==> config.mk <==
export PLATFORM = sky130hd
export DESIGN_NAME = sdl_port
export DESIGN_NICKNAME = d
export VERILOG_FILES = /design/src/sdl_pkg.sv /design/src/sdl_baud.sv /design/src/sdl_rx.sv /design/src/sdl_port.sv
export VERILOG_INCLUDE_DIRS = /design/src
export SDC_FILE = /design/constraint.sdc
export NUM_CORES = 1
export LEC_CHECK = 0
export ABC_AREA = 1
export BUFFER_PORTS_ARGS = -buffer_cell sky130_fd_sc_hd__buf_2
export CAP_MARGIN = 20
export CORE_UTILIZATION = 59
export CTS_BUF_LIST = sky130_fd_sc_hd__clkbuf_4
export DETAILED_ROUTE_END_ITERATION = 12
export PLACE_DENSITY = 0.87
export SLEW_MARGIN = 10
export SYNTH_ARGS = -nofsm -noshare
export SYNTH_HDL_FRONTEND = slang
export SYNTH_SLANG_ARGS = --single-unit
==> constraint.sdc <==
create_clock -name clock_i -period 4.8 [get_ports clock_i]
set_input_delay 0.48 -clock clock_i [delete_from_list [all_inputs] [get_ports clock_i]]
set_output_delay 0.48 -clock clock_i [all_outputs]
set_load 0.02 [all_outputs]
==> src/sdl_regs.svh <==
// Timing constants and field values for the single-pin debug link
`ifndef SDL_REGS_SVH
`define SDL_REGS_SVH

`define SDL_CLK_MHZ          125
`define SDL_CAL_CHAR         8'h80
`define SDL_BRK_OPCODE       8'h00
`define SDL_CAL_LOW_BITS     8
`define SDL_BREAK_BITS       9
`define SDL_MIN_RATE_DIV     512
`define SDL_CNT_W            16
`define SDL_ERR_BREAK_CHARS  4
`define SDL_CHAR_BITS        10
`define SDL_DBG_BIT          0
`define SDL_BPEN_BIT         1

`endif

==> src/sdl_pkg.sv <==
// Types shared by the single-pin debug link
package sdl_pkg;
    typedef enum logic [4:0] {
        SDL_IDLE  = 5'h01,
        SDL_START = 5'h02,
        SDL_DATA  = 5'h04,
        SDL_STOP  = 5'h08,
        SDL_BRKTX = 5'h10
    } sdl_txs_t;

    typedef struct packed {
        logic       valid;
        logic [7:0] data;
    } sdl_byte_t;

    typedef struct packed {
        logic breakpoint_opcode;
        logic frame;
        logic coll;
    } sdl_err_t;
endpackage

==> src/sdl_baud.sv <==
// Auto-baud detector and bit-rate generator
`timescale 1ns/1ns
`include "sdl_regs.svh"
module sdl_baud (
    // Clock and reset
    input  wire logic                    clock_i,
    input  wire logic                    rst_n_i,
    // Line and control
    input  wire logic                    line_i,
    input  wire logic                    recal_i,
    // Result
    output logic                         locked_o,
    output logic [`SDL_CNT_W-1:0]        bit_len_o
);
    logic                  locked, next_locked;
    logic                  meas, next_meas;
    logic [`SDL_CNT_W-1:0] cnt, next_cnt;
    logic [`SDL_CNT_W-1:0] len, next_len;

    // ==========================================
    // Measure the 8-bit low interval of 80H
    always_comb begin
        next_locked = locked;
        next_meas   = meas;
        next_cnt    = cnt;
        next_len    = len;
        if (recal_i) begin
            next_locked = 1'b0;
            next_meas   = 1'b0;
            next_cnt    = '0;
        end else if (!locked) begin
            if (!line_i) begin
                next_meas = 1'b1;
                if (cnt != {`SDL_CNT_W{1'b1}})
                    next_cnt = cnt + 1'b1;
            end else if (meas) begin
                // Eight bit times low; divide by eight, 512 clocks/bit fits
                next_len    = (cnt >> 3 == 0) ? `SDL_CNT_W'(1) : cnt >> 3;
                next_locked = 1'b1;
                next_meas   = 1'b0;
                next_cnt    = '0;
            end
        end
    end

    always_ff @(posedge clock_i or negedge rst_n_i) begin
        if (!rst_n_i) begin
            locked <= 1'b0;
            meas   <= 1'b0;
            cnt    <= '0;
            len    <= `SDL_CNT_W'(1);
        end else begin
            locked <= next_locked;
            meas   <= next_meas;
            cnt    <= next_cnt;
            len    <= next_len;
        end
    end

    assign locked_o  = locked;
    assign bit_len_o = len;
endmodule // sdl_baud

==> src/sdl_rx.sv <==
// Serial receiver with break and framing detection
`timescale 1ns/1ns
`include "sdl_regs.svh"
module sdl_rx (
    // Clock and reset
    input  wire logic                    clock_i,
    input  wire logic                    rst_n_i,
    // Line and timing
    input  wire logic                    line_i,
    input  wire logic                    enable_i,
    input  wire logic [`SDL_CNT_W-1:0]   bit_len_i,
    // Results
    output sdl_pkg::sdl_byte_t           byte_o,
    output logic                         frame_err_o,
    output logic                         break_o
);
    logic                  busy, next_busy;
    logic [3:0]            bitn, next_bitn;
    logic [`SDL_CNT_W-1:0] tmr, next_tmr;
    logic [7:0]            shf, next_shf;
    logic [`SDL_CNT_W+3:0] low, next_low;
    sdl_pkg::sdl_byte_t    ob, next_ob;
    logic                  fe, next_fe;

    // ==========================================
    // Sample at bit centres
    always_comb begin
        next_busy = busy;
        next_bitn = bitn;
        next_tmr  = tmr;
        next_shf  = shf;
        next_ob   = '0;
        next_fe   = 1'b0;
        next_low  = line_i ? '0 : low + 1'b1;
        if (!enable_i) begin
            next_busy = 1'b0;
        end else if (!busy) begin
            if (!line_i) begin
                next_busy = 1'b1;
                next_bitn = '0;
                next_tmr  = bit_len_i >> 1;
            end
        end else if (tmr != 0) begin
            next_tmr = tmr - 1'b1;
        end else begin
            next_tmr  = bit_len_i - 1'b1;
            next_bitn = bitn + 1'b1;
            if (bitn >= 4'd1 && bitn <= 4'd8)
                next_shf = {line_i, shf[7:1]};
            if (bitn == 4'd9) begin
                next_busy = 1'b0;
                if (!line_i)
                    next_fe = 1'b1;
                else
                    next_ob = '{valid: 1'b1, data: shf};
            end
        end
    end

    always_ff @(posedge clock_i or negedge rst_n_i) begin
        if (!rst_n_i) begin
            busy <= 1'b0;
            bitn <= '0;
            tmr  <= '0;
            shf  <= '0;
            low  <= '0;
            ob   <= '0;
            fe   <= 1'b0;
        end else begin
            busy <= next_busy;
            bitn <= next_bitn;
            tmr  <= next_tmr;
            shf  <= next_shf;
            low  <= next_low;
            ob   <= next_ob;
            fe   <= next_fe;
        end
    end

    // Break: nine or more bit times low
    assign break_o     = enable_i && !line_i
                         && (low >= `SDL_BREAK_BITS * {4'h0, bit_len_i});
    assign byte_o      = ob;
    assign frame_err_o = fe;
endmodule // sdl_rx

==> src/sdl_port.sv <==
// Single-pin debug port: link, error handling and debug-mode control
// ==========================================
`timescale 1ns/1ns
`include "sdl_regs.svh"
module sdl_port (
    // Clock and reset (reset covers power-on, brownout and reset pin)
    input  wire logic        clock_i,
    input  wire logic        rst_n_i,
    // Debug serial pin, open drain
    input  wire logic        debug_serial_pin_i,
    output logic             debug_serial_pin_o,
    output logic             debug_serial_pin_oe_o,
    // Command controller side
    output sdl_pkg::sdl_byte_t rx_byte_o,
    input  wire logic        tx_valid_i,
    input  wire logic [7:0]  tx_data_i,
    output logic             tx_ready_o,
    output logic             cmd_abort_o,
    // Debug control register writes from the command controller
    input  wire logic        ctl_we_i,
    input  wire logic [7:0]  ctl_wdata_i,
    output logic [7:0]       ctl_o,
    // CPU side
    input  wire logic        cpu_brk_decode_i,
    input  wire logic [7:0]  cpu_opcode_i,
    input  wire logic        watch_match_i,
    input  wire logic        stop_mode_i,
    output logic             debug_mode_flag_o,
    output logic             cpu_fetch_stop_o,
    output logic             brk_as_nop_o,
    output logic             halt_exit_o,
    output logic             wdt_refresh_o,
    output logic             sys_reset_req_o,
    output sdl_pkg::sdl_err_t err_o
);
    // ==========================================
    // Pin synchroniser
    logic pin_s1, pin_s2;
    always_ff @(posedge clock_i or negedge rst_n_i) begin
        if (!rst_n_i) begin
            pin_s1 <= 1'b1;
            pin_s2 <= 1'b1;
        end else begin
            pin_s1 <= debug_serial_pin_i;
            pin_s2 <= pin_s1;
        end
    end

    // ==========================================
    // Break hold: link logic kept in reset until pin high again
    logic                  in_break, next_in_break;
    logic                  rx_brk;
    logic                  locked;
    logic [`SDL_CNT_W-1:0] bit_len;
    logic                  rx_fe;
    sdl_pkg::sdl_txs_t     txs, next_txs;
    logic                  recal;
    logic                  err_any;
    logic                  coll, next_coll;

    always_comb begin
        next_in_break = in_break;
        // Own error break holds the port too, so no rate is learnt from it
        if (rx_brk || txs == sdl_pkg::SDL_BRKTX)
            next_in_break = 1'b1;
        else if (pin_s2)
            next_in_break = 1'b0;
    end

    // Rate detector restarts on any error
    assign recal = in_break || rx_brk || err_any || txs == sdl_pkg::SDL_BRKTX;

    sdl_baud u_baud (
        .clock_i   (clock_i),
        .rst_n_i   (rst_n_i),
        .line_i    (pin_s2),
        .recal_i   (recal),
        .locked_o  (locked),
        .bit_len_o (bit_len)
    );

    // Receiver disabled while sending keeps the link half-duplex
    sdl_rx u_rx (
        .clock_i     (clock_i),
        .rst_n_i     (rst_n_i),
        .line_i      (pin_s2),
        .enable_i    (locked && txs == sdl_pkg::SDL_IDLE && !in_break),
        .bit_len_i   (bit_len),
        .byte_o      (rx_byte_o),
        .frame_err_o (rx_fe),
        .break_o     (rx_brk)
    );

    assign err_any = rx_fe || coll || (rx_brk && !in_break);

    // ==========================================
    // Transmitter
    logic [`SDL_CNT_W+5:0] ttmr, next_ttmr;
    logic [3:0]            tbit, next_tbit;
    logic [7:0]            tshf, next_tshf;
    logic                  drive_low, next_drive_low;
    logic                  err_brk_pend, next_err_brk_pend;

    always_comb begin
        next_txs          = txs;
        next_ttmr         = ttmr;
        next_tbit         = tbit;
        next_tshf         = tshf;
        next_drive_low    = drive_low;
        next_coll         = 1'b0;
        next_err_brk_pend = err_brk_pend || err_any;
        case (txs)
            sdl_pkg::SDL_IDLE: begin
                next_drive_low = 1'b0;
                if (err_brk_pend) begin
                    // Four characters of low, at last known bit rate
                    next_txs          = sdl_pkg::SDL_BRKTX;
                    next_err_brk_pend = 1'b0;
                    next_drive_low    = 1'b1;
                    next_ttmr = (`SDL_CNT_W+6)'(`SDL_ERR_BREAK_CHARS * `SDL_CHAR_BITS)
                                * {6'h0, bit_len};
                end else if (tx_valid_i && locked && !in_break) begin
                    next_txs       = sdl_pkg::SDL_START;
                    next_tshf      = tx_data_i;
                    next_drive_low = 1'b1;
                    next_ttmr      = {6'h0, bit_len} - 1'b1;
                end
            end
            sdl_pkg::SDL_START: begin
                if (ttmr == 0) begin
                    next_txs       = sdl_pkg::SDL_DATA;
                    next_tbit      = '0;
                    next_drive_low = !tshf[0];
                    next_ttmr      = {6'h0, bit_len} - 1'b1;
                end else begin
                    next_ttmr = ttmr - 1'b1;
                end
            end
            sdl_pkg::SDL_DATA: begin
                // Collision: pin low at centre of a released bit
                if (ttmr == {7'h0, bit_len[`SDL_CNT_W-1:1]} && !drive_low && !pin_s2)
                    next_coll = 1'b1;
                if (ttmr == 0) begin
                    next_ttmr = {6'h0, bit_len} - 1'b1;
                    next_tshf = {1'b0, tshf[7:1]};
                    next_tbit = tbit + 1'b1;
                    if (tbit == 4'd7) begin
                        next_txs       = sdl_pkg::SDL_STOP;
                        next_drive_low = 1'b0;
                        // One and a half stop bits
                        next_ttmr = {6'h0, bit_len} + {7'h0, bit_len[`SDL_CNT_W-1:1]} - 1'b1;
                    end else begin
                        next_drive_low = !tshf[1];
                    end
                end else begin
                    next_ttmr = ttmr - 1'b1;
                end
            end
            sdl_pkg::SDL_STOP: begin
                if (ttmr == {7'h0, bit_len[`SDL_CNT_W-1:1]} && !pin_s2)
                    next_coll = 1'b1;
                if (ttmr == 0)
                    next_txs = sdl_pkg::SDL_IDLE;
                else
                    next_ttmr = ttmr - 1'b1;
            end
            sdl_pkg::SDL_BRKTX: begin
                next_err_brk_pend = 1'b0;
                if (ttmr == 0) begin
                    next_txs       = sdl_pkg::SDL_IDLE;
                    next_drive_low = 1'b0;
                end else begin
                    next_ttmr = ttmr - 1'b1;
                end
            end
            default: begin
                next_txs       = sdl_pkg::SDL_IDLE;
                next_drive_low = 1'b0;
            end
        endcase
        // Any error aborts a character in flight
        if (err_any && txs != sdl_pkg::SDL_BRKTX && txs != sdl_pkg::SDL_IDLE) begin
            next_txs       = sdl_pkg::SDL_IDLE;
            next_drive_low = 1'b0;
        end
    end

    always_ff @(posedge clock_i or negedge rst_n_i) begin
        if (!rst_n_i) begin
            in_break     <= 1'b0;
            txs          <= sdl_pkg::SDL_IDLE;
            ttmr         <= '0;
            tbit         <= '0;
            tshf         <= '0;
            drive_low    <= 1'b0;
            coll         <= 1'b0;
            err_brk_pend <= 1'b0;
        end else begin
            in_break     <= next_in_break;
            txs          <= next_txs;
            ttmr         <= next_ttmr;
            tbit         <= next_tbit;
            tshf         <= next_tshf;
            drive_low    <= next_drive_low;
            coll         <= next_coll;
            err_brk_pend <= next_err_brk_pend;
        end
    end

    // Open drain: only ever pulls low
    assign debug_serial_pin_o    = 1'b0;
    assign debug_serial_pin_oe_o = drive_low;
    assign tx_ready_o  = txs == sdl_pkg::SDL_IDLE && locked && !in_break && !err_brk_pend;
    assign cmd_abort_o = err_any;
    assign err_o       = '{breakpoint_opcode: rx_brk && !in_break, frame: rx_fe, coll: coll};

    // ==========================================
    // Debug control register and mode
    logic [7:0] ctl, next_ctl;
    logic [1:0] boot, next_boot;
    logic       brk_hit;

    assign brk_hit = cpu_brk_decode_i && cpu_opcode_i == `SDL_BRK_OPCODE;

    always_comb begin
        next_ctl  = ctl;
        next_boot = (boot == 2'h0) ? 2'h0 : boot - 2'h1;
        // Strap read once the synchroniser shows the pin
        if (boot == 2'h1 && !pin_s2)
            next_ctl[`SDL_DBG_BIT] = 1'b1;
        // Break does not touch this register
        if (ctl_we_i)
            next_ctl = ctl_wdata_i;
        if ((brk_hit && ctl[`SDL_BPEN_BIT]) || watch_match_i)
            next_ctl[`SDL_DBG_BIT] = 1'b1;
    end

    always_ff @(posedge clock_i or negedge rst_n_i) begin
        if (!rst_n_i) begin
            ctl  <= 8'h00; // Resets clear debug mode
            boot <= 2'h3;
        end else begin
            ctl  <= next_ctl;
            boot <= next_boot;
        end
    end

    assign ctl_o             = ctl;
    assign debug_mode_flag_o = ctl[`SDL_DBG_BIT];
    // Fetch stops; clocks and peripherals are not gated here
    assign cpu_fetch_stop_o  = ctl[`SDL_DBG_BIT];
    assign halt_exit_o       = ctl[`SDL_DBG_BIT];
    assign wdt_refresh_o     = ctl[`SDL_DBG_BIT];
    assign brk_as_nop_o      = brk_hit && !ctl[`SDL_BPEN_BIT];
    // Raw pin deliberately: synchroniser may not clock in stop mode
    assign sys_reset_req_o   = stop_mode_i && !debug_serial_pin_i;
endmodule // sdl_port

## Word level (Yosys, flattened, before mapping)

Cells that the tools add are included.

| word-level totals | value |
|---|---|
| flip-flop bits (word level) | 148 |
| input bits | 32 |
| logic and storage cells | 204 |

| cells by class | value |
|---|---|
| multipliers | 2 |
| muxes and demuxes | 74 |
| $add $sub $neg | 11 |
| order comparisons | 3 |
| equal/unequal tests | 29 |
| bitwise operators | 3 |
| reductions and logical operators | 57 |

Operators with widths:

| cell | number |
|---|---|
| 2-to-1 mux 22 bit | 6 |
| 2-to-1 mux 16 bit | 8 |
| case mux 22 bit (4 select lines) | 1 |
| 2-to-1 mux 9 bit | 5 |
| 2-to-1 mux 5 bit | 7 |
| zero test 32 bit | 1 |
| subtractor 16 x 1 -> 16 bit, second input constant | 2 |
| 2-to-1 mux 1 bit | 30 |
| 2-to-1 mux 8 bit | 3 |
| == test 22 x 15 -> 1 bit | 1 |
| zero test 22 bit | 1 |
| subtractor 22 x 1 -> 22 bit, second input constant | 1 |
| adder 20 x 1 -> 20 bit, second input constant | 1 |
| >= comparator 20 bit | 1 |
| multiplier 4 x 16 -> 20 bit, first input constant | 1 |
| 2-to-1 mux 20 bit | 1 |
| 2-to-1 mux 4 bit | 5 |
| case mux 5 bit (4 select lines) | 1 |
| logical AND 1 bit | 19 |
| multiplier 3 x 16 -> 19 bit, first input constant | 1 |
| subtractor 17 x 1 -> 18 bit, second input constant | 1 |
| adder 16 x 15 -> 17 bit | 1 |
| subtractor 16 x 1 -> 17 bit, second input constant | 1 |
| adder 16 x 1 -> 16 bit, second input constant | 1 |
| other kinds (41) | 79 |

## Depth between registers and ports, before layout

| depth | value |
|---|---|
| depth after elaboration | 11 |
| mapped depth | 25 |
| mapped depth without buffers | 25 |

## Hierarchy

A second synthesis with hierarchy kept.

| unflattened totals | value |
|---|---|
| cells, all modules | 1888 |
| area total of the unflattened synthesis | 12892.4 µm² |

Modules (own cells, without submodules):

| module | seq. area each (µm²) | instances | cells an instance | area an instance (µm²) |
|---|---|---|---|---|
| sdl_port | 1382.6 | 1 | 1019 | 6506.2 |
| sdl_rx | 1476.4 | 1 | 640 | 4674.5 |
| sdl_baud | 777.0 | 1 | 229 | 1711.6 |

## Worst setup path after synthesis

No wires, ideal clock.

| path | value |
|---|---|
| path kind | register to register |
| start | reg u_baud.len[5], in the netlist u_baud.bit_len_o[5] |
| end | reg u_baud.len[8], in the netlist u_baud.bit_len_o[8] |
| cell stages (with the launch flop) | 26 |
| arrival time | 3.397 ns |
| setup slack | 1.286 ns |
| data required time | 4.683 ns |
| path through | dfrtp_1 ha_1 ha_1 inv_1 nor3_1 nand2_1 o211ai_1 nand3_1 nand2_1 nand2_1 a21oi_1 xor2_1 ha_1 nand2_1 inv_1 nand2_1 nand2_1 a21oi_1 nand4_1 nand2_4 nand3_4 nor2_4 nand2_2 buf_4 nand2_1 nand2_1 |

| on the way | value |
|---|---|
| cells in the longest elaborated chain, start to end | 9 |

RTL lines:

| what | line | text |
|---|---|---|
| start: declaration | sdl_baud.sv:18 | `` logic [`SDL_CNT_W-1:0] len, next_len; `` |
| start signal: assignment | sdl_baud.sv:51 | `` len <= `SDL_CNT_W'(1); `` |
| start signal: assignment | sdl_baud.sv:56 | `len <= next_len;` |
| multiplier 4 x 16 -> 20 bit (no source line) (*) | - |  |
| >= comparator 20 bit (*) | sdl_rx.sv:82 | `` && (low >= `SDL_BREAK_BITS * {4'h0, bit_len_i}); `` |
| logical AND 1 bit (*) | sdl_rx.sv:81 | `assign break_o = enable_i && !line_i` |
| logical AND 1 bit | sdl_port.sv:94 | `assign err_any = rx_fe \|\| coll \|\| (rx_brk && !in_break);` |
| logical OR 1 bit | sdl_port.sv:94 |  |
| logical OR 1 bit (*) (2 in a row) | sdl_port.sv:71 | `assign recal = in_break \|\| rx_brk \|\| err_any \|\| txs == sdl_pkg::SDL_BRKTX;` |
| NOT 1 bit (no source line) (*) | - |  |
| AND reduction 4 bit (no source line) (*) | - |  |

Every way passes the cells marked *; elsewhere a longest branch is shown, timed or not.
A chain may end at the register's enable or synchronous reset.

## Worst setup path in the final report

| path | value |
|---|---|
| start | reg u_baud.len[6], in the netlist u_baud.bit_len_o[6] |
| end | out cmd_abort_o |

| on the way | value |
|---|---|
| cells in the longest elaborated chain, start to end | 5 |

RTL lines:

| what | line | text |
|---|---|---|
| multiplier 4 x 16 -> 20 bit (no source line) | - |  |
| >= comparator 20 bit | sdl_rx.sv:82 |  |
| logical AND 1 bit | sdl_rx.sv:81 |  |
| logical AND 1 bit | sdl_port.sv:94 |  |
| logical OR 1 bit | sdl_port.sv:94 |  |
| end: declaration | sdl_port.sv:18 | `output logic cmd_abort_o,` |

No other way between the ends.

==> impl_metrics.json <==
{
  "initialDrtViolationCount": 1151,
  "cp_common_cell": "nand2_1",
  "row_count": 51,
  "cpPeakStageDelay_ns": 0.49,
  "max-clock-path-buffers": 2,
  "power_density_nw_per_um2": 510,
  "synth_seq_area_share_pct": 30.2,
  "synth_top_cell_by_area": "dfrtp_1",
  "max-vdd-ir-drop_mv": 0.332,
  "cp.required_ns": 4.32,
  "grt_pass1_wl_um": 53600,
  "grt_max_degree": 59,
  "fp.dieH_um": 145,
  "num_vias": 11900,
  "finalSetupTns_ns": 0,
  "clock_latency_ns": 0.61,
  "slew_violations": 0,
  "antenna_found_initial": 1,
  "synth.distinct_cells": 60,
  "end_kind": "output pin",
  "hold_violations": 0,
  "final_util_pct": 65.4,
  "first_global_vias": 11100,
  "slowest_stage": "dfrtp_2",
  "nets": 1928,
  "ant_nets": 0,
  "die_w_um": 145,
  "synth-seq-cells": 145,
  "wl_um": 33300,
  "worstSetupPathType": "reg2out",
  "max_cap_viol_count": 0,
  "cts_buffers": 17,
  "route.detailed.drc": 0,
  "drive_above_1_share_pct": 11.2,
  "rsz0062_at_grt": "false",
  "synthTopCellsByCount": "nand2_1, inv_1, nor2_1, dfrtp_1, nand3_1",
  "cts_num_sinks": 145,
  "syn_inst": 1742,
  "arrival_ns": 4.02,
  "overflow": 0,
  "htree_num_levels": 4,
  "io_buffers": 60,
  "syn_area_sq_um": 12000,
  "ys.flop_type": "dfrtp_1",
  "hold_path.class": "in2reg",
  "yosys_warnings": 0,
  "synth_fp_nets": 1874,
  "yosysMostFrequentCell": "nand2_1",
  "setup_ws_ns": 0.299,
  "grt.total_usage_pct": 33.0,
  "synth.avg_cell_area_sq_um": 6.91,
  "viasPerCell": 5.74,
  "finClkSkew_ns": 0.0490,
  "area_delta_synth_final_pct": 7.21,
  "cts_tree": "done",
  "cp-start-kind": "flop",
  "wire_per_inst_um": 16.1,
  "place_ws_ns": 0.686,
  "path_cells": "ha_1, ha_1, nand3_1, nand2_1, nand2_1, o211ai_1, nand3_1, nand2_1, nand2_1, a21oi_2, xor2_1, ha_1, a21oi_1, nand2_1, a21oi_1, nand4_1, nand2_4, nand2_1, buf_4",
  "die_area_sq_um": 21000,
  "post-dp-hpwl_um": 25400,
  "place.gp.congestion": 1.01,
  "rr_worst_depth": 23,
  "initial_core_util_pct": 61.0,
  "ioPinCount": 62,
  "yosys.area.top_type_share_pct": 28.9,
  "critPathMaxFanout": 7,
  "fin_crit_sh_pct": 93.8,
  "setup_viol": 0,
  "status": "finished clean",
  "cts-root-buf": "clkbuf_4",
  "synth_edf_count": 0,
  "coreArea_sq_um": 19700,
  "worst_pin_slew_ns": 0.820,
  "min_path_cells": 3,
  "clkTransAtPathRegs_ns": 0.18,
  "slew-limit-headroom_pct": 45.4,
  "firstDrtPassIters": 7,
  "fillers": 1742,
  "clock.fmax_ghz": 0.222,
  "p_leak_nw": 6.75,
  "synth.area.top_cells": "dfrtp_1, nand2_1, ha_1",
  "synthArstFlopShare_pct": 100,
  "period_needed_ns": 4.50
}
[timing repair]
action | in CTS | in global routing
buffers inserted | 0 | 2
setup endpoints to repair | 0 | 2
hold buffers | 2 | 0
resized for setup | 0 | 10
hold endpoints to repair | 33 | 0
[where the power goes]
group	internal, mW	leakage, nW	switching (mW)	total [mW]
Combinational	1.18	4.69	2.79	3.97
Sequential	1.48	1.89	0.273	1.75
Clock	0.257	0.170	0.602	0.859
[path summary, 6_finish.rpt]
path,end,startpoint,slack (ns)
worst max-delay path,cmd_abort_o,u_baud.bit_len_o[6]$_DFFE_PN0P_,0.30
worst min-delay path,ctl_o[5]$_DFFE_PN0P_,ctl_wdata_i[5],0.06
worst max register to register,u_baud.bit_len_o[3]$_DFFE_PN0P_,u_baud.bit_len_o[6]$_DFFE_PN0P_,0.62
worst min register to register,pin_s2$_DFF_PN1_,pin_s1$_DFF_PN1_,0.37
max in group asynchronous,u_baud.bit_len_o[6]$_DFFE_PN0P_,rst_n_i,3.39
min in group asynchronous,ctl_o[5]$_DFFE_PN0P_,rst_n_i,0.31
[logic make-up after synthesis]
kind of cell             after synthesis  share of synthesized area, %
AO/OA/AOI/OAI                        250                          12.2
XOR/XNOR                              58                          4.22
adder cells (fa/ha/maj)              100                          10.6
buffers and inverters                286                          9.75
flip-flops                           145                          30.2
multiplexers                           1                        0.0936
other                                  1                        0.0312
AND/OR/NAND/NOR                      901                          32.9
[placed cells by master (no fill, tap or decap), types with 4 or more instances in the layout]
| cell | instances |
|---|---|
| nor2_1 | 192 |
| a21oi_1 | 81 |
| ha_1 | 95 |
| o22ai_1 | 7 |
| buf_4 | 13 |
| nor3_1 | 21 |
| a211oi_1 | 6 |
| o21ai_2 | 14 |
| inv_2 | 9 |
| clkinv_8 | 8 |
| a22oi_1 | 8 |
| nand2_1 | 454 |
| o211ai_1 | 11 |
| nand2_2 | 17 |
| nand3_1 | 127 |
| nor2_2 | 16 |
| dfrtp_1 | 133 |
| nor2_4 | 7 |
| xnor2_1 | 11 |
| nor4_1 | 9 |
| clkinv_1 | 5 |
| buf_2 | 58 |
| clkbuf_4 | 17 |
| inv_1 | 233 |
| o21ai_1 | 6 |
| nor3_2 | 6 |
| xor2_1 | 47 |
| nand4_1 | 33 |
| dfstp_2 | 6 |
| fa_1 | 4 |
| o21ai_0 | 89 |
| dfrtp_2 | 6 |
[registers in the layout, indices dropped and copies added (netlist names), 2 cells and up]
signal,cells
tshf,8
ttmr,22
txs,5
u_rx.byte_o,9
u_rx.low,20
tbit,4
u_rx.shf,8
ctl_o,8
u_baud.bit_len_o,13
u_rx.tmr,16
u_baud.cnt,16
u_rx.bitn,4
boot,2
[critical path: cells and delay by family, from the launching register on]
| family | cells | cell delay, ns |
|---|---|---|
| AO/OA/AOI/OAI | 4 | 0.56 |
| XOR/XNOR | 1 | 0.19 |
| adder cells (fa/ha/maj) | 3 | 0.96 |
| buffers and inverters | 1 | 0.20 |
| flip-flops | 1 | 0.49 |
| AND/OR/NAND/NOR | 10 | 1.04 |
[area by class of cell]
class,instances,area (sq um),area share [%]
Inverter,247,927,7.19
Tap cell,265,332,2.57
Multi-Input combinational cell,1311,7240,56.2
Clock inverter,15,204,1.58
Timing Repair Buffer,74,419,3.25
Clock buffer,17,128,0.989
Antenna cell,1,2.50,0.0194
Sequential cell,145,3640,28.2
[per-stage QoR]
| step | std cells | area (sq um) | hold slack, ns | power, mW |
|---|---|---|---|---|
| 2_1_floorplan | 1742 | 12000 | 0.184 | 4.78 |
| 3_3_place_gp | 2038 | 12500 | 0.346 | 5.53 |
| 6_report | 2075 | 12900 | 0.0586 | 6.58 |
| 4_1_cts | 2072 | 12900 | 0.0408 | 6.48 |
| 3_5_place_dp | 2038 | 12500 | 0.350 | 5.60 |
| 5_1_grt | 2075 | 12900 | 0.0381 | 7.11 |
[metal layers]
metal | up-vias | track usage, % | wire length [um]
li1 | 5778 | - | -
met5 | - | 0 | 0
met2 | 565 | 53.6 | 15300
met1 | 5447 | 41.3 | 13500
met4 | 0 | 17.7 | 1580
met3 | 114 | 6.52 | 2880
Note: power is estimated with default switching activity, not from simulation.
